==> config.mk <==
export PLATFORM = sky130hd
export DESIGN_NAME = dcr_register_map
export DESIGN_NICKNAME = d
export VERILOG_FILES = /design/src/hdl/dcr_pkg.sv /design/src/hdl/dcr_register_map.sv /design/src/hdl/dcr_fault_merge.sv
export SDC_FILE = /design/constraint.sdc
export NUM_CORES = 1
export LEC_CHECK = 0
export BUFFER_PORTS_ARGS = -buffer_cell sky130_fd_sc_hd__buf_2
export CORE_MARGIN = 3
export CORE_UTILIZATION = 43
export CTS_CLUSTER_SIZE = 8
export DETAILED_ROUTE_END_ITERATION = 10
export PLACE_DENSITY = 0.74
export SLEW_MARGIN = 15
export SYNTH_ARGS = -nofsm -noshare
export SYNTH_HDL_FRONTEND = slang
export SYNTH_SLANG_ARGS = --single-unit
export TNS_END_PERCENT = 1
==> constraint.sdc <==
create_clock -name clk -period 1.1 [get_ports clk]
set_input_delay 0.11 -clock clk [delete_from_list [all_inputs] [get_ports clk]]
set_output_delay 0.11 -clock clk [all_outputs]
set_load 0.03 [all_outputs]
==> src/hdl/dcr_pkg.sv <==
// Constants and carrier types for the drive network register map.
// Assumes a single 20 MHz clock and word-wide register accesses.
package dcr_pkg;

    // Register indices on the network register port.
    localparam logic [15:0] ADDR_CTRL_SEL   = 16'h000f;
    localparam logic [15:0] ADDR_AOUT_ONE   = 16'h001b;
    localparam logic [15:0] ADDR_AOUT_TWO   = 16'h001c;
    localparam logic [15:0] ADDR_DOUT       = 16'h001d;
    localparam logic [15:0] ADDR_STATE      = 16'h0020;
    localparam logic [15:0] ADDR_FAULT      = 16'h0021;
    localparam logic [15:0] ADDR_RSV_A_LO   = 16'h0010;
    localparam logic [15:0] ADDR_RSV_A_HI   = 16'h001a;
    localparam logic [15:0] ADDR_RSV_B_LO   = 16'h001e;
    localparam logic [15:0] ADDR_RSV_B_HI   = 16'h001f;

    // Reset values of the writable words.
    localparam logic [15:0] RST_CTRL_SEL    = 16'h0000;
    localparam logic [15:0] RST_AOUT        = 16'h0000;
    localparam logic [15:0] RST_DOUT        = 16'h0000;

    // Control-selection field positions.
    localparam int CSEL_PID_BIT    = 1;
    localparam int CSEL_TORQUE_BIT = 2;
    localparam int CSEL_TCOMP_BIT  = 3;
    localparam int CSEL_BCAST_LSB  = 12;
    localparam int CSEL_BCAST_W    = 4;
    // Writable bits of the control-selection word: 1,2,3 and C..F.
    localparam logic [15:0] CSEL_WMASK = 16'hf00e;

    // Drive state word field positions.
    localparam int DS_RUN_BIT   = 0;
    localparam int DS_REV_BIT   = 1;
    localparam int DS_RDY_BIT   = 2;
    localparam int DS_FLT_BIT   = 3;
    localparam int DS_DSE_BIT   = 4;
    localparam int DS_CONT_BIT  = 5;
    localparam int DS_PC1_BIT   = 6;
    localparam int DS_PC2_BIT   = 7;
    localparam int DS_NREF_BIT  = 14;
    localparam int DS_NCTL_BIT  = 15;

    // Fault word bit positions.
    localparam int FW_OC_BIT    = 0;
    localparam int FW_OV_BIT    = 1;
    localparam int FW_OL2_BIT   = 2;
    localparam int FW_HEAT_BIT  = 3;
    localparam int FW_BRK_BIT   = 4;
    localparam int FW_FBL_BIT   = 6;
    localparam int FW_EXT_BIT   = 7;
    localparam int FW_HW_BIT    = 8;
    localparam int FW_MOT_BIT   = 9;
    localparam int FW_ENC_BIT   = 10;
    localparam int FW_MUV_BIT   = 11;
    localparam int FW_UV_BIT    = 12;
    localparam int FW_PH_BIT    = 13;
    localparam int FW_COM_BIT   = 14;
    localparam int FW_KEY_BIT   = 15;

    // Full scale of an analog output word, corresponding to 10 V.
    localparam logic [15:0] AOUT_FULL_SCALE = 16'h4000;

    // Register port request from the network side.
    typedef struct packed {
        logic        rd;
        logic        wr;
        logic [15:0] addr;
        logic [15:0] wdata;
    } dcr_req_t;

    // Register port answer.
    typedef struct packed {
        logic        ack;
        logic        err;
        logic [15:0] rdata;
    } dcr_rsp_t;

    // Status inputs from drive logic.
    typedef struct packed {
        logic running;
        logic reverse;
        logic ready;
        logic fault;
        logic dataSetError;
        logic contactOut;
        logic photoOut1;
        logic photoOut2;
        logic networkReferenceSelect;
        logic networkControlSelect;
    } dcr_status_t;

    // Individual fault sources from drive logic.
    typedef struct packed {
        logic       overcurrentFault;
        logic       groundFault;
        logic       overvoltageFault;
        logic       driveOverload;
        logic       heatsinkOverheat;
        logic       overheatWarning;
        logic       brakingTransistorFault;
        logic       brakingResistorOverheat;
        logic       feedbackLossLow;
        logic       feedbackLossHigh;
        logic [8:0] externalFault;
        logic       hardwareFault;
        logic       optionCardFault;
        logic       motorOverload;
        logic       overtorqueOne;
        logic       overtorqueTwo;
        logic       undertorqueOne;
        logic       undertorqueTwo;
        logic       encoderDisconnect;
        logic       encoderHwFault;
        logic       overspeed;
        logic       speedDeviation;
        logic       mainUndervoltage;
        logic       dcBusUndervoltage;
        logic       controlSupplyUndervoltage;
        logic       softChargeFault;
        logic       outputPhaseLoss;
        logic       inputPhaseLoss;
        logic       serialCommError;
        logic       optionCommError;
        logic       keypadConnectionFault;
    } dcr_faults_t;

    // Selections steering the drive's reference paths.
    typedef struct packed {
        logic       pidFromNetwork;
        logic       torqueFromNetwork;
        logic       torqueCompFromNetwork;
        logic [3:0] broadcastEnable;
    } dcr_sel_t;

endpackage

==> src/hdl/dcr_register_map.sv <==
// Network register map: control selection, option output words, status and fault monitor words.
// Assumes the network front end presents decoded word requests synchronous to clk.
//
// Summary of operation
// Control word bit 1 selects network PID setpoint; bit 2 network torque reference/limit.
// Control word bit 3 selects network torque compensation over the local value.
// Control word bits C..F enable inputs five to eight for broadcast data.
// Control bit 0, bits 4..B and registers 10..1A, 1E..1F are reserved.
// Option analog outputs follow registers 1B and 1C; 4000 hex is 10 V.
// Register 1D drives the digital option outputs bit for bit.
// Monitor words are read-only; writes are refused, reads give live state.
// Status word 20 reports run, direction, ready, fault, errors, outputs, selections.
// Fault bits 0..3: overcurrent/ground, overvoltage, overload, overheat.
// Fault bit 4 braking faults; bit 6 PID feedback loss.
// Fault bit 7 any external fault; bit 8 any hardware fault.
// Fault bit 9 motor load/torque faults; bit A encoder and speed faults.
// Fault bit B main undervoltage; bit C other undervoltage or soft charge.
// Fault bit D phase loss; bit E communication; bit F keypad connection.
// Command words read back as well as accept writes.
// The master writes zeros to unused bits and avoids reserved registers.
// Each fault bit is the OR of its sources and holds while any is active.
`timescale 1ns/1ns
module dcr_register_map #(
    parameter int AOUT_WIDTH = 16,
    parameter int DOUT_WIDTH = 16
) (
    input  logic                  clk,
    input  logic                  rst_n,
    input  dcr_pkg::dcr_req_t     req,
    output dcr_pkg::dcr_rsp_t     rsp,
    input  dcr_pkg::dcr_status_t  status,
    input  dcr_pkg::dcr_faults_t  faults,
    output dcr_pkg::dcr_sel_t     sel,
    output logic [AOUT_WIDTH-1:0] analogOutOne,
    output logic [AOUT_WIDTH-1:0] analogOutTwo,
    output logic [DOUT_WIDTH-1:0] digitalOut
);
    import dcr_pkg::*;

    // The option words are sixteen bits wide; narrower outputs would drop data.
    if (AOUT_WIDTH != 16 || DOUT_WIDTH != 16) begin : g_width_check
        $error("dcr_register_map: output widths must be 16");
    end

    // Classifies an address into the register it names.
    typedef enum {
        REG_NONE,
        REG_CTRL,
        REG_AOUT1,
        REG_AOUT2,
        REG_DOUT,
        REG_STATE,
        REG_FAULT,
        REG_RSV
    } dcr_reg_t;

    function automatic dcr_reg_t decodeAddr(input logic [15:0] addr);
        dcr_reg_t r;
        r = REG_NONE;
        if (addr == ADDR_CTRL_SEL) begin
            r = REG_CTRL;
        end else if (addr == ADDR_AOUT_ONE) begin
            r = REG_AOUT1;
        end else if (addr == ADDR_AOUT_TWO) begin
            r = REG_AOUT2;
        end else if (addr == ADDR_DOUT) begin
            r = REG_DOUT;
        end else if (addr == ADDR_STATE) begin
            r = REG_STATE;
        end else if (addr == ADDR_FAULT) begin
            r = REG_FAULT;
        end else if ((addr >= ADDR_RSV_A_LO && addr <= ADDR_RSV_A_HI) ||
                     (addr >= ADDR_RSV_B_LO && addr <= ADDR_RSV_B_HI)) begin
            r = REG_RSV;
        end
        return r;
    endfunction

    // All state of this module.
    typedef struct packed {
        logic [15:0] ctrlSel;
        logic [15:0] aout1;
        logic [15:0] aout2;
        logic [15:0] dout;
        logic [15:0] stateWord;
        logic [15:0] faultWord;
        dcr_sel_t    sel;
        dcr_rsp_t    rsp;
    } dcr_state_t;

    dcr_state_t  s_q;
    dcr_state_t  s_d;
    logic [15:0] faultLive;
    dcr_reg_t    target;
    logic [15:0] liveState;

    // Fault grouping lives in its own module so the bit assignments are easy to audit.
    dcr_fault_merge u_fault_merge (
        .faults    (faults),
        .faultWord (faultLive)
    );

    // Assemble the live drive state word; reserved bits 8..D read zero.
    always_comb begin
        liveState = 16'h0000;
        liveState[DS_RUN_BIT]  = status.running;
        liveState[DS_REV_BIT]  = status.reverse;
        liveState[DS_RDY_BIT]  = status.ready;
        liveState[DS_FLT_BIT]  = status.fault;
        liveState[DS_DSE_BIT]  = status.dataSetError;
        liveState[DS_CONT_BIT] = status.contactOut;
        liveState[DS_PC1_BIT]  = status.photoOut1;
        liveState[DS_PC2_BIT]  = status.photoOut2;
        liveState[DS_NREF_BIT] = status.networkReferenceSelect;
        liveState[DS_NCTL_BIT] = status.networkControlSelect;
    end

    assign target = decodeAddr(req.addr);

    // Next-state logic: register writes, one-cycle answers and steering outputs.
    always_comb begin
        s_d = s_q;
        s_d.rsp.ack   = 1'b0;
        s_d.rsp.err   = 1'b0;
        s_d.rsp.rdata = 16'h0000;
        // Monitor words are sampled every cycle; a read returns liveState or faultLive directly, not the samples.
        s_d.stateWord = liveState;
        s_d.faultWord = faultLive;
        if (req.wr) begin
            s_d.rsp.ack = 1'b1;
            case (target)
                REG_CTRL: begin
                    // Reserved bits are held at zero whatever the master sends.
                    s_d.ctrlSel = req.wdata & CSEL_WMASK;
                end
                REG_AOUT1: begin
                    s_d.aout1 = req.wdata;
                end
                REG_AOUT2: begin
                    s_d.aout2 = req.wdata;
                end
                REG_DOUT: begin
                    s_d.dout = req.wdata;
                end
                REG_STATE, REG_FAULT: begin
                    s_d.rsp.err = 1'b1;
                end
                REG_RSV: begin
                    // Reserved registers accept and discard the write.
                    s_d.rsp.err = 1'b0;
                end
                default: begin
                    s_d.rsp.err = 1'b1;
                end
            endcase
        end else if (req.rd) begin
            s_d.rsp.ack = 1'b1;
            case (target)
                REG_CTRL:  s_d.rsp.rdata = s_q.ctrlSel;
                REG_AOUT1: s_d.rsp.rdata = s_q.aout1;
                REG_AOUT2: s_d.rsp.rdata = s_q.aout2;
                REG_DOUT:  s_d.rsp.rdata = s_q.dout;
                REG_STATE: s_d.rsp.rdata = liveState;
                REG_FAULT: s_d.rsp.rdata = faultLive;
                REG_RSV:   s_d.rsp.rdata = 16'h0000;
                default: begin
                    s_d.rsp.err = 1'b1;
                end
            endcase
        end
        // Steering follows the stored control word, one cycle after a write.
        s_d.sel.pidFromNetwork        = s_d.ctrlSel[CSEL_PID_BIT];
        s_d.sel.torqueFromNetwork     = s_d.ctrlSel[CSEL_TORQUE_BIT];
        s_d.sel.torqueCompFromNetwork = s_d.ctrlSel[CSEL_TCOMP_BIT];
        s_d.sel.broadcastEnable       = s_d.ctrlSel[CSEL_BCAST_LSB +: CSEL_BCAST_W];
    end

    // State register with asynchronous reset to constants.
    always_ff @(posedge clk or negedge rst_n) begin
        if (!rst_n) begin
            s_q <= '0;
            s_q.ctrlSel <= RST_CTRL_SEL;
            s_q.aout1   <= RST_AOUT;
            s_q.aout2   <= RST_AOUT;
            s_q.dout    <= RST_DOUT;
        end else begin
            s_q <= s_d;
        end
    end

    // Outputs are straight register copies.
    assign rsp          = s_q.rsp;
    assign sel          = s_q.sel;
    assign analogOutOne = s_q.aout1;
    assign analogOutTwo = s_q.aout2;
    assign digitalOut   = s_q.dout;

endmodule // dcr_register_map

==> src/hdl/dcr_fault_merge.sv <==
// Folds the individual fault sources into the sixteen-bit fault word.
// Assumes sources are synchronous levels; the result is combinational.
`timescale 1ns/1ns
module dcr_fault_merge (
    input  dcr_pkg::dcr_faults_t faults,
    output logic [15:0]          faultWord
);
    import dcr_pkg::*;

    // Each bit but the reserved bit 5 is the OR of its group, so it stays set while any source is active; bit 5 reads zero.
    always_comb begin
        faultWord = 16'h0000;
        faultWord[FW_OC_BIT]   = faults.overcurrentFault | faults.groundFault;
        faultWord[FW_OV_BIT]   = faults.overvoltageFault;
        faultWord[FW_OL2_BIT]  = faults.driveOverload;
        faultWord[FW_HEAT_BIT] = faults.heatsinkOverheat | faults.overheatWarning;
        faultWord[FW_BRK_BIT]  = faults.brakingTransistorFault | faults.brakingResistorOverheat;
        faultWord[FW_FBL_BIT]  = faults.feedbackLossLow | faults.feedbackLossHigh;
        faultWord[FW_EXT_BIT]  = |faults.externalFault;
        faultWord[FW_HW_BIT]   = faults.hardwareFault | faults.optionCardFault;
        faultWord[FW_MOT_BIT]  = faults.motorOverload | faults.overtorqueOne | faults.overtorqueTwo
                               | faults.undertorqueOne | faults.undertorqueTwo;
        faultWord[FW_ENC_BIT]  = faults.encoderDisconnect | faults.encoderHwFault
                               | faults.overspeed | faults.speedDeviation;
        faultWord[FW_MUV_BIT]  = faults.mainUndervoltage;
        faultWord[FW_UV_BIT]   = faults.dcBusUndervoltage | faults.controlSupplyUndervoltage
                               | faults.softChargeFault;
        faultWord[FW_PH_BIT]   = faults.outputPhaseLoss | faults.inputPhaseLoss;
        faultWord[FW_COM_BIT]  = faults.serialCommError | faults.optionCommError;
        faultWord[FW_KEY_BIT]  = faults.keypadConnectionFault;
    end

endmodule // dcr_fault_merge

# --- After elaboration in Yosys (flattened, before gate mapping) ---
# Index checks and enable logic that the tools add are counted.
totals:
  in_bits: 85
  output_inout_bits: 73
  ff_bits: 80
  wordCells: 71
op_classes:
  n_eq_ne: 13
  order_cmp: 4
  n_mux: 18
  n_bitwise: 16
  reduce_logical: 9
ops:
  columns: ["cell", "n"]
  rows:
  - ["$pmux 16 s6", 1]
  - ["$mux 16", 5]
  - ["$mux 64", 1]
  - ["$eq 16x5->1 const B", 3]
  - ["$eq 16x6->1 const B", 2]
  - ["$ge 16x5->1 const B", 2]
  - ["$le 16x5->1 const B", 2]
  - ["$mux 3", 7]
  - ["$mux 18", 1]
  - ["$eq 16x4->1 const B", 1]
  - ["$or 1x1->1", 16]
  - ["$eq 3x3->1 const B", 4]
  - ["$reduce_or 9->1", 1]
  - ["$reduce_or 7->1", 1]
  - ["$eq 3x2->1 const B", 2]
  - ["$reduce_and 2->1", 3]
  - ["$reduce_or 5->1", 1]
  - ["$eq 3x1->1 const B", 1]
  - ["$logic_and 1x1->1", 2]
  - ["$mux 1", 2]
  - ["$mux 2", 1]
  - ["$logic_or 1x1->1", 1]

# --- Longest topological paths before layout ---
depth:
  ltp_word: 15
  ltp_mapped: 7
  ltp_nobuf: 5

# --- Modules after synthesis ---
# A second synthesis with hierarchy kept.
unflattened:
  cells_unflattened: 269
  hier_area_um2: 3435.8
by_module_without_submodules:
  columns: ["mod", "n_inst", "seq_area_each_um2", "area_per_inst_um2", "cells_each"]
  rows:
  - ["dcr_register_map", 1, 1826.8, 3304.4, 247]
  - ["dcr_fault_merge", 1, 0.0, 131.4, 22]

# --- Worst setup path after synthesis ---
# No wires, ideal clock.
synth_path:
  path_kind: "input -> register"
  startpoint: "input port req[27] (netlist name)"
  endpoint: "register s_q (netlist bit analogOutOne[0])"
  cell_stages: 6
  setup_time_ns: 0.128
  slack_ns: -0.677
  n_path_buf: 2
  arrival_ns: 1.650
  t_required_ns: 0.972
  cell_sequence: "or4_4 -> buf_6 -> nor2_4 -> nand3_2 -> buf_2 -> mux2_1"
synth_via:
  elab_chain_len: 12
  elab_cells_between_ends: 22
  classes_between: "4 x order compare; 7 x eq/ne; 7 x mux; 4 x reduce/logical"
synth_lines:
  columns: ["element", "line", "rtl"]
  rows:
  - ["from (decl)", "dcr_register_map.sv:29", "input dcr_pkg::dcr_req_t req,"]
  - ["$ge 16x5->1 (tied with other cells)", "dcr_register_map.sv:72", "end else if ((addr >= ADDR_RSV_A_LO && addr <= ADDR_RSV_A_HI) ||"]
  - ["$logic_and 1x1->1, on equally long branches", "dcr_register_map.sv:72, dcr_register_map.sv:73", null]
  - ["$logic_or 1x1->1", "dcr_register_map.sv:72", null]
  - ["$mux 3", "dcr_register_map.sv:72", null]
  - ["$mux 3", "dcr_register_map.sv:70", "end else if (addr == ADDR_FAULT) begin"]
  - ["$mux 3", "dcr_register_map.sv:68", "end else if (addr == ADDR_STATE) begin"]
  - ["$mux 3", "dcr_register_map.sv:66", "end else if (addr == ADDR_DOUT) begin"]
  - ["$mux 3", "dcr_register_map.sv:64", "end else if (addr == ADDR_AOUT_TWO) begin"]
  - ["$mux 3", "dcr_register_map.sv:62", "end else if (addr == ADDR_AOUT_ONE) begin"]
  - ["$mux 3 (*)", "dcr_register_map.sv:60", "if (addr == ADDR_CTRL_SEL) begin"]
  - ["$eq 3x2->1 (*)", "dcr_register_map.sv:131", "case (target)"]
  - ["$reduce_and 2->1 (no line) (*)", null, null]
  - ["to (decl)", "dcr_register_map.sv:91", "dcr_state_t s_q;"]
# Every way passes the cells marked *; elsewhere a longest branch is shown, timed or not.
# A chain may end at the register's enable or synchronous reset.

==> flow_summary.ini <==
[detailed_routing]
drcViolationCount = 0
wl_per_cell_um = 19.4
post_drt_via_cell_ratio = 5.56
drt_first_pass_iters = 6
route.vias.total = 3291
detail_route.iter0.violations = 161
final_antenna_net_count = 0
totalWireLength_um = 11500

[place]
dpl.cell_count = 571
place.gp.congestion = 0.874
place_hpwl_um = 8270
port-buffer-count = 157
dp_worst_setup_slack_ps = -886

[setup_path]
required_ps = 1370
crit_type = input pin to flop
critical_path.cell_chain = buf_6 -> or4_4 -> nor2_4 -> nand4_1 -> a31o_1 -> buf_12 -> a31oi_4
cp-end-kind = flop
critPathMaxFanout = 6
worst_path_max_delay_cell = sky130_fd_sc_hd__or4_4
delay_of_the_slowest_cell_on_the_worst_path_ps = 600
cp-start-kind = input pin
cp_data_arrival_time_ps = 1840

[cells_and_area]
drive_above_1_share = 0.614
finish.net_count = 570
fin_cells = 592
synth_to_final_area_change_pct = 50.0
antenna_cells_inserted = 0
post-route-util = 0.671

[synth]
synth_area_leaders = sky130_fd_sc_hd__dfrtp_1 (52%), sky130_fd_sc_hd__mux2_1 (9.7%), sky130_fd_sc_hd__mux2_2 (8.1%)
synth-async-reset-ratio = 1.00
number_of_storage_elements_in_the_synthesis_netlist = 73
synth_top_area_share = 0.523
postSynthNetCount = 370
leading_post_synthesis_cells_by_instance_count = sky130_fd_sc_hd__dfrtp_1 (73), sky130_fd_sc_hd__mux2_1 (30), sky130_fd_sc_hd__nor2_1 (27)
synth.lib_cells_used.distinct = 46
mappedNetlistArea_mm2 = 0.00349
yosys_warnings = 0
synth.avg_cell_area_um2 = 12.3
synth_edf_count = 0
netlist.top_cell.by_area = sky130_fd_sc_hd__dfrtp_1
synth.most_common_cell = sky130_fd_sc_hd__dfrtp_1
most_used_dff_post_synth = sky130_fd_sc_hd__dfrtp_1
yosysSeqAreaShare = 0.523
post_synth_inst_count = 285

[floorplanning]
core_area_mm2 = 0.00781
fp-row-count = 32
ioPinCount = 158
initial_utilization = 0.448
die_outline_area_mm2 = 0.00924
dieWidth_um = 96.2
die_height_um = 96.2

[power]
pwr_density_cell_mw_per_mm2 = 1060
p_comb_frac = 0.084
sw_frac_of_total = 0.232
seq_power_share = 0.485
cellInternalPower_mw = 4.25
p_leak_nw = 2.76
net_sw_power_mw = 1.29
ir_drop_worst_case_vdd_mv = 0.576
power_mw = 5.53
clock_power_share = 0.430

[global_route]
grt_overflow = 0
globalRouteTotalUtil = 0.247
via_count_of_the_first_global_routing_pass = 3355
antenna_violations_before_repair = 0
global_route_wire_length_before_repair_um = 17000
grt_start_max_net_pins = 33

[sta]
period_needed_ps = 1570
final-hold-violation-count = 0
timing.final.setup_violations = 72
setup_tns_ps = -26640
min_period_over_period = 1.43
finalMaxSlewViolations = 0
rsz0062_at_grt = true
layout_setup_ws_ps = -473
timing.max_slew.rel_slack = 0.614
worst_pin_slew_ps = 572
fin_skew_ps = 8.22
max_freq_mhz = 636

[clocking]
numClockSinks = 73
clock_tree.root_cell = sky130_fd_sc_hd__clkbuf_8
htree_num_levels = 3
tritoncts = built
worst_skew_pair.late_latency_ps = 340
numCtsBuffers = 9
clk_pin_slew_ps = 80
clockBufferDepth = 2

[outcome]
status = finished with violations
violations = setup timing

[job]
max-cap-violations = 0

[hold_path]
hold_path.class = input pin to flop
==> stage by stage <==
step,cell area (µm²),hold slack [ps]
6_report,5240,19.6
2_1_floorplan,3540,-186
3_3_place_gp,4710,52.8
3_5_place_dp,4710,58.7
5_1_grt,5240,12.0
4_1_cts,5130,0.488
==> cell type report <==
class / instances / area (µm²)
Fill cell: 580 / 2570
Sequential cell: 73 / 1830
Multi-Input combinational cell: 196 / 1760
Timing Repair Buffer: 203 / 1290
Clock buffer: 10 / 138
Tap cell: 102 / 128
Clock inverter: 6 / 90.1
Inverter: 2 / 7.51
==> power by group through the flow <==
stage | sequential (mW) | combinational, mW | clock [mW]
floorplan | 2.75 | 0.101 | 0
global placement | 2.74 | 0.415 | 0
detailed placement | 2.74 | 0.431 | 0
CTS | 2.69 | 0.449 | 2.40
global route | 2.69 | 0.507 | 2.55
finish | 2.69 | 0.465 | 2.38
==> layer usage <==
layer	global-route usage	share of wire
met1	0.309	0.39
met2	0.419	0.52
met3	0.0422	0.072
met4	0.110	0.025
met5	0	0
==> sequential cells by signal, summed over array words and instances (netlist names) <==
| register | cells |
|---|---|
| sel | 3 |
| analogOutTwo | 16 |
| analogOutOne | 16 |
| digitalOut | 16 |
| rsp | 18 |
| s_q | 4 |
==> worst paths after layout <==
path	startpoint	to	slack, ps	cells after the start
worst max-delay path	req[30]	rsp[10]$_DFF_PN0_	-470	7
worst min-delay path	req[7]	analogOutTwo[7]$_DFFE_PN0P_	20	2
worst max register to register	analogOutOne[14]$_DFFE_PN0P_	rsp[14]$_DFF_PN0_	0	3
worst min register to register	analogOutTwo[14]$_DFFE_PN0P_	analogOutTwo[14]$_DFFE_PN0P_	530	1
max in group asynchronous	rst_n	rsp[15]$_DFF_PN0_	380	3
min in group asynchronous	rst_n	rsp[5]$_DFF_PN0_	240	2
==> critical path: cells and delay by family <==
family                 cells  cell delay, ps
and+or+nand+nor            3            1050
buffers and inverters      2             250
AOI/OAI and AO/OA          2             430
==> logic make-up (layout without fill, tap and decap cells) <==
kind of cell           after synthesis  in the layout  share of synthesized area
flip-flops                          73             73                      0.523
AND/OR/NAND/NOR                     73             73                      0.133
AO/OA/AOI/OAI                       62             62                      0.125
multiplexers                        60             60                      0.192
buffers and inverters               16            221                     0.0247
XOR/XNOR                             1              1                    0.00251
==> timing repair <==
action,in CTS,in global routing
buffers inserted,2,2
gates resized for setup,36,26
hold buffers,1,0
endpoints found under the setup margin,72,83
pin swaps,6,6
endpoints found under the hold margin,24,0
==> layout by cell type (no fill, tap or decap), drive strengths merged, types with 6 or more instances in the layout <==
master and instances:
clkbuf 17, a21oi 29, nor2 29, mux2 55, dfrtp 73, nor4 6
a22oi 15, nand3 7, buf 195
(Power assumes the default switching activity.)
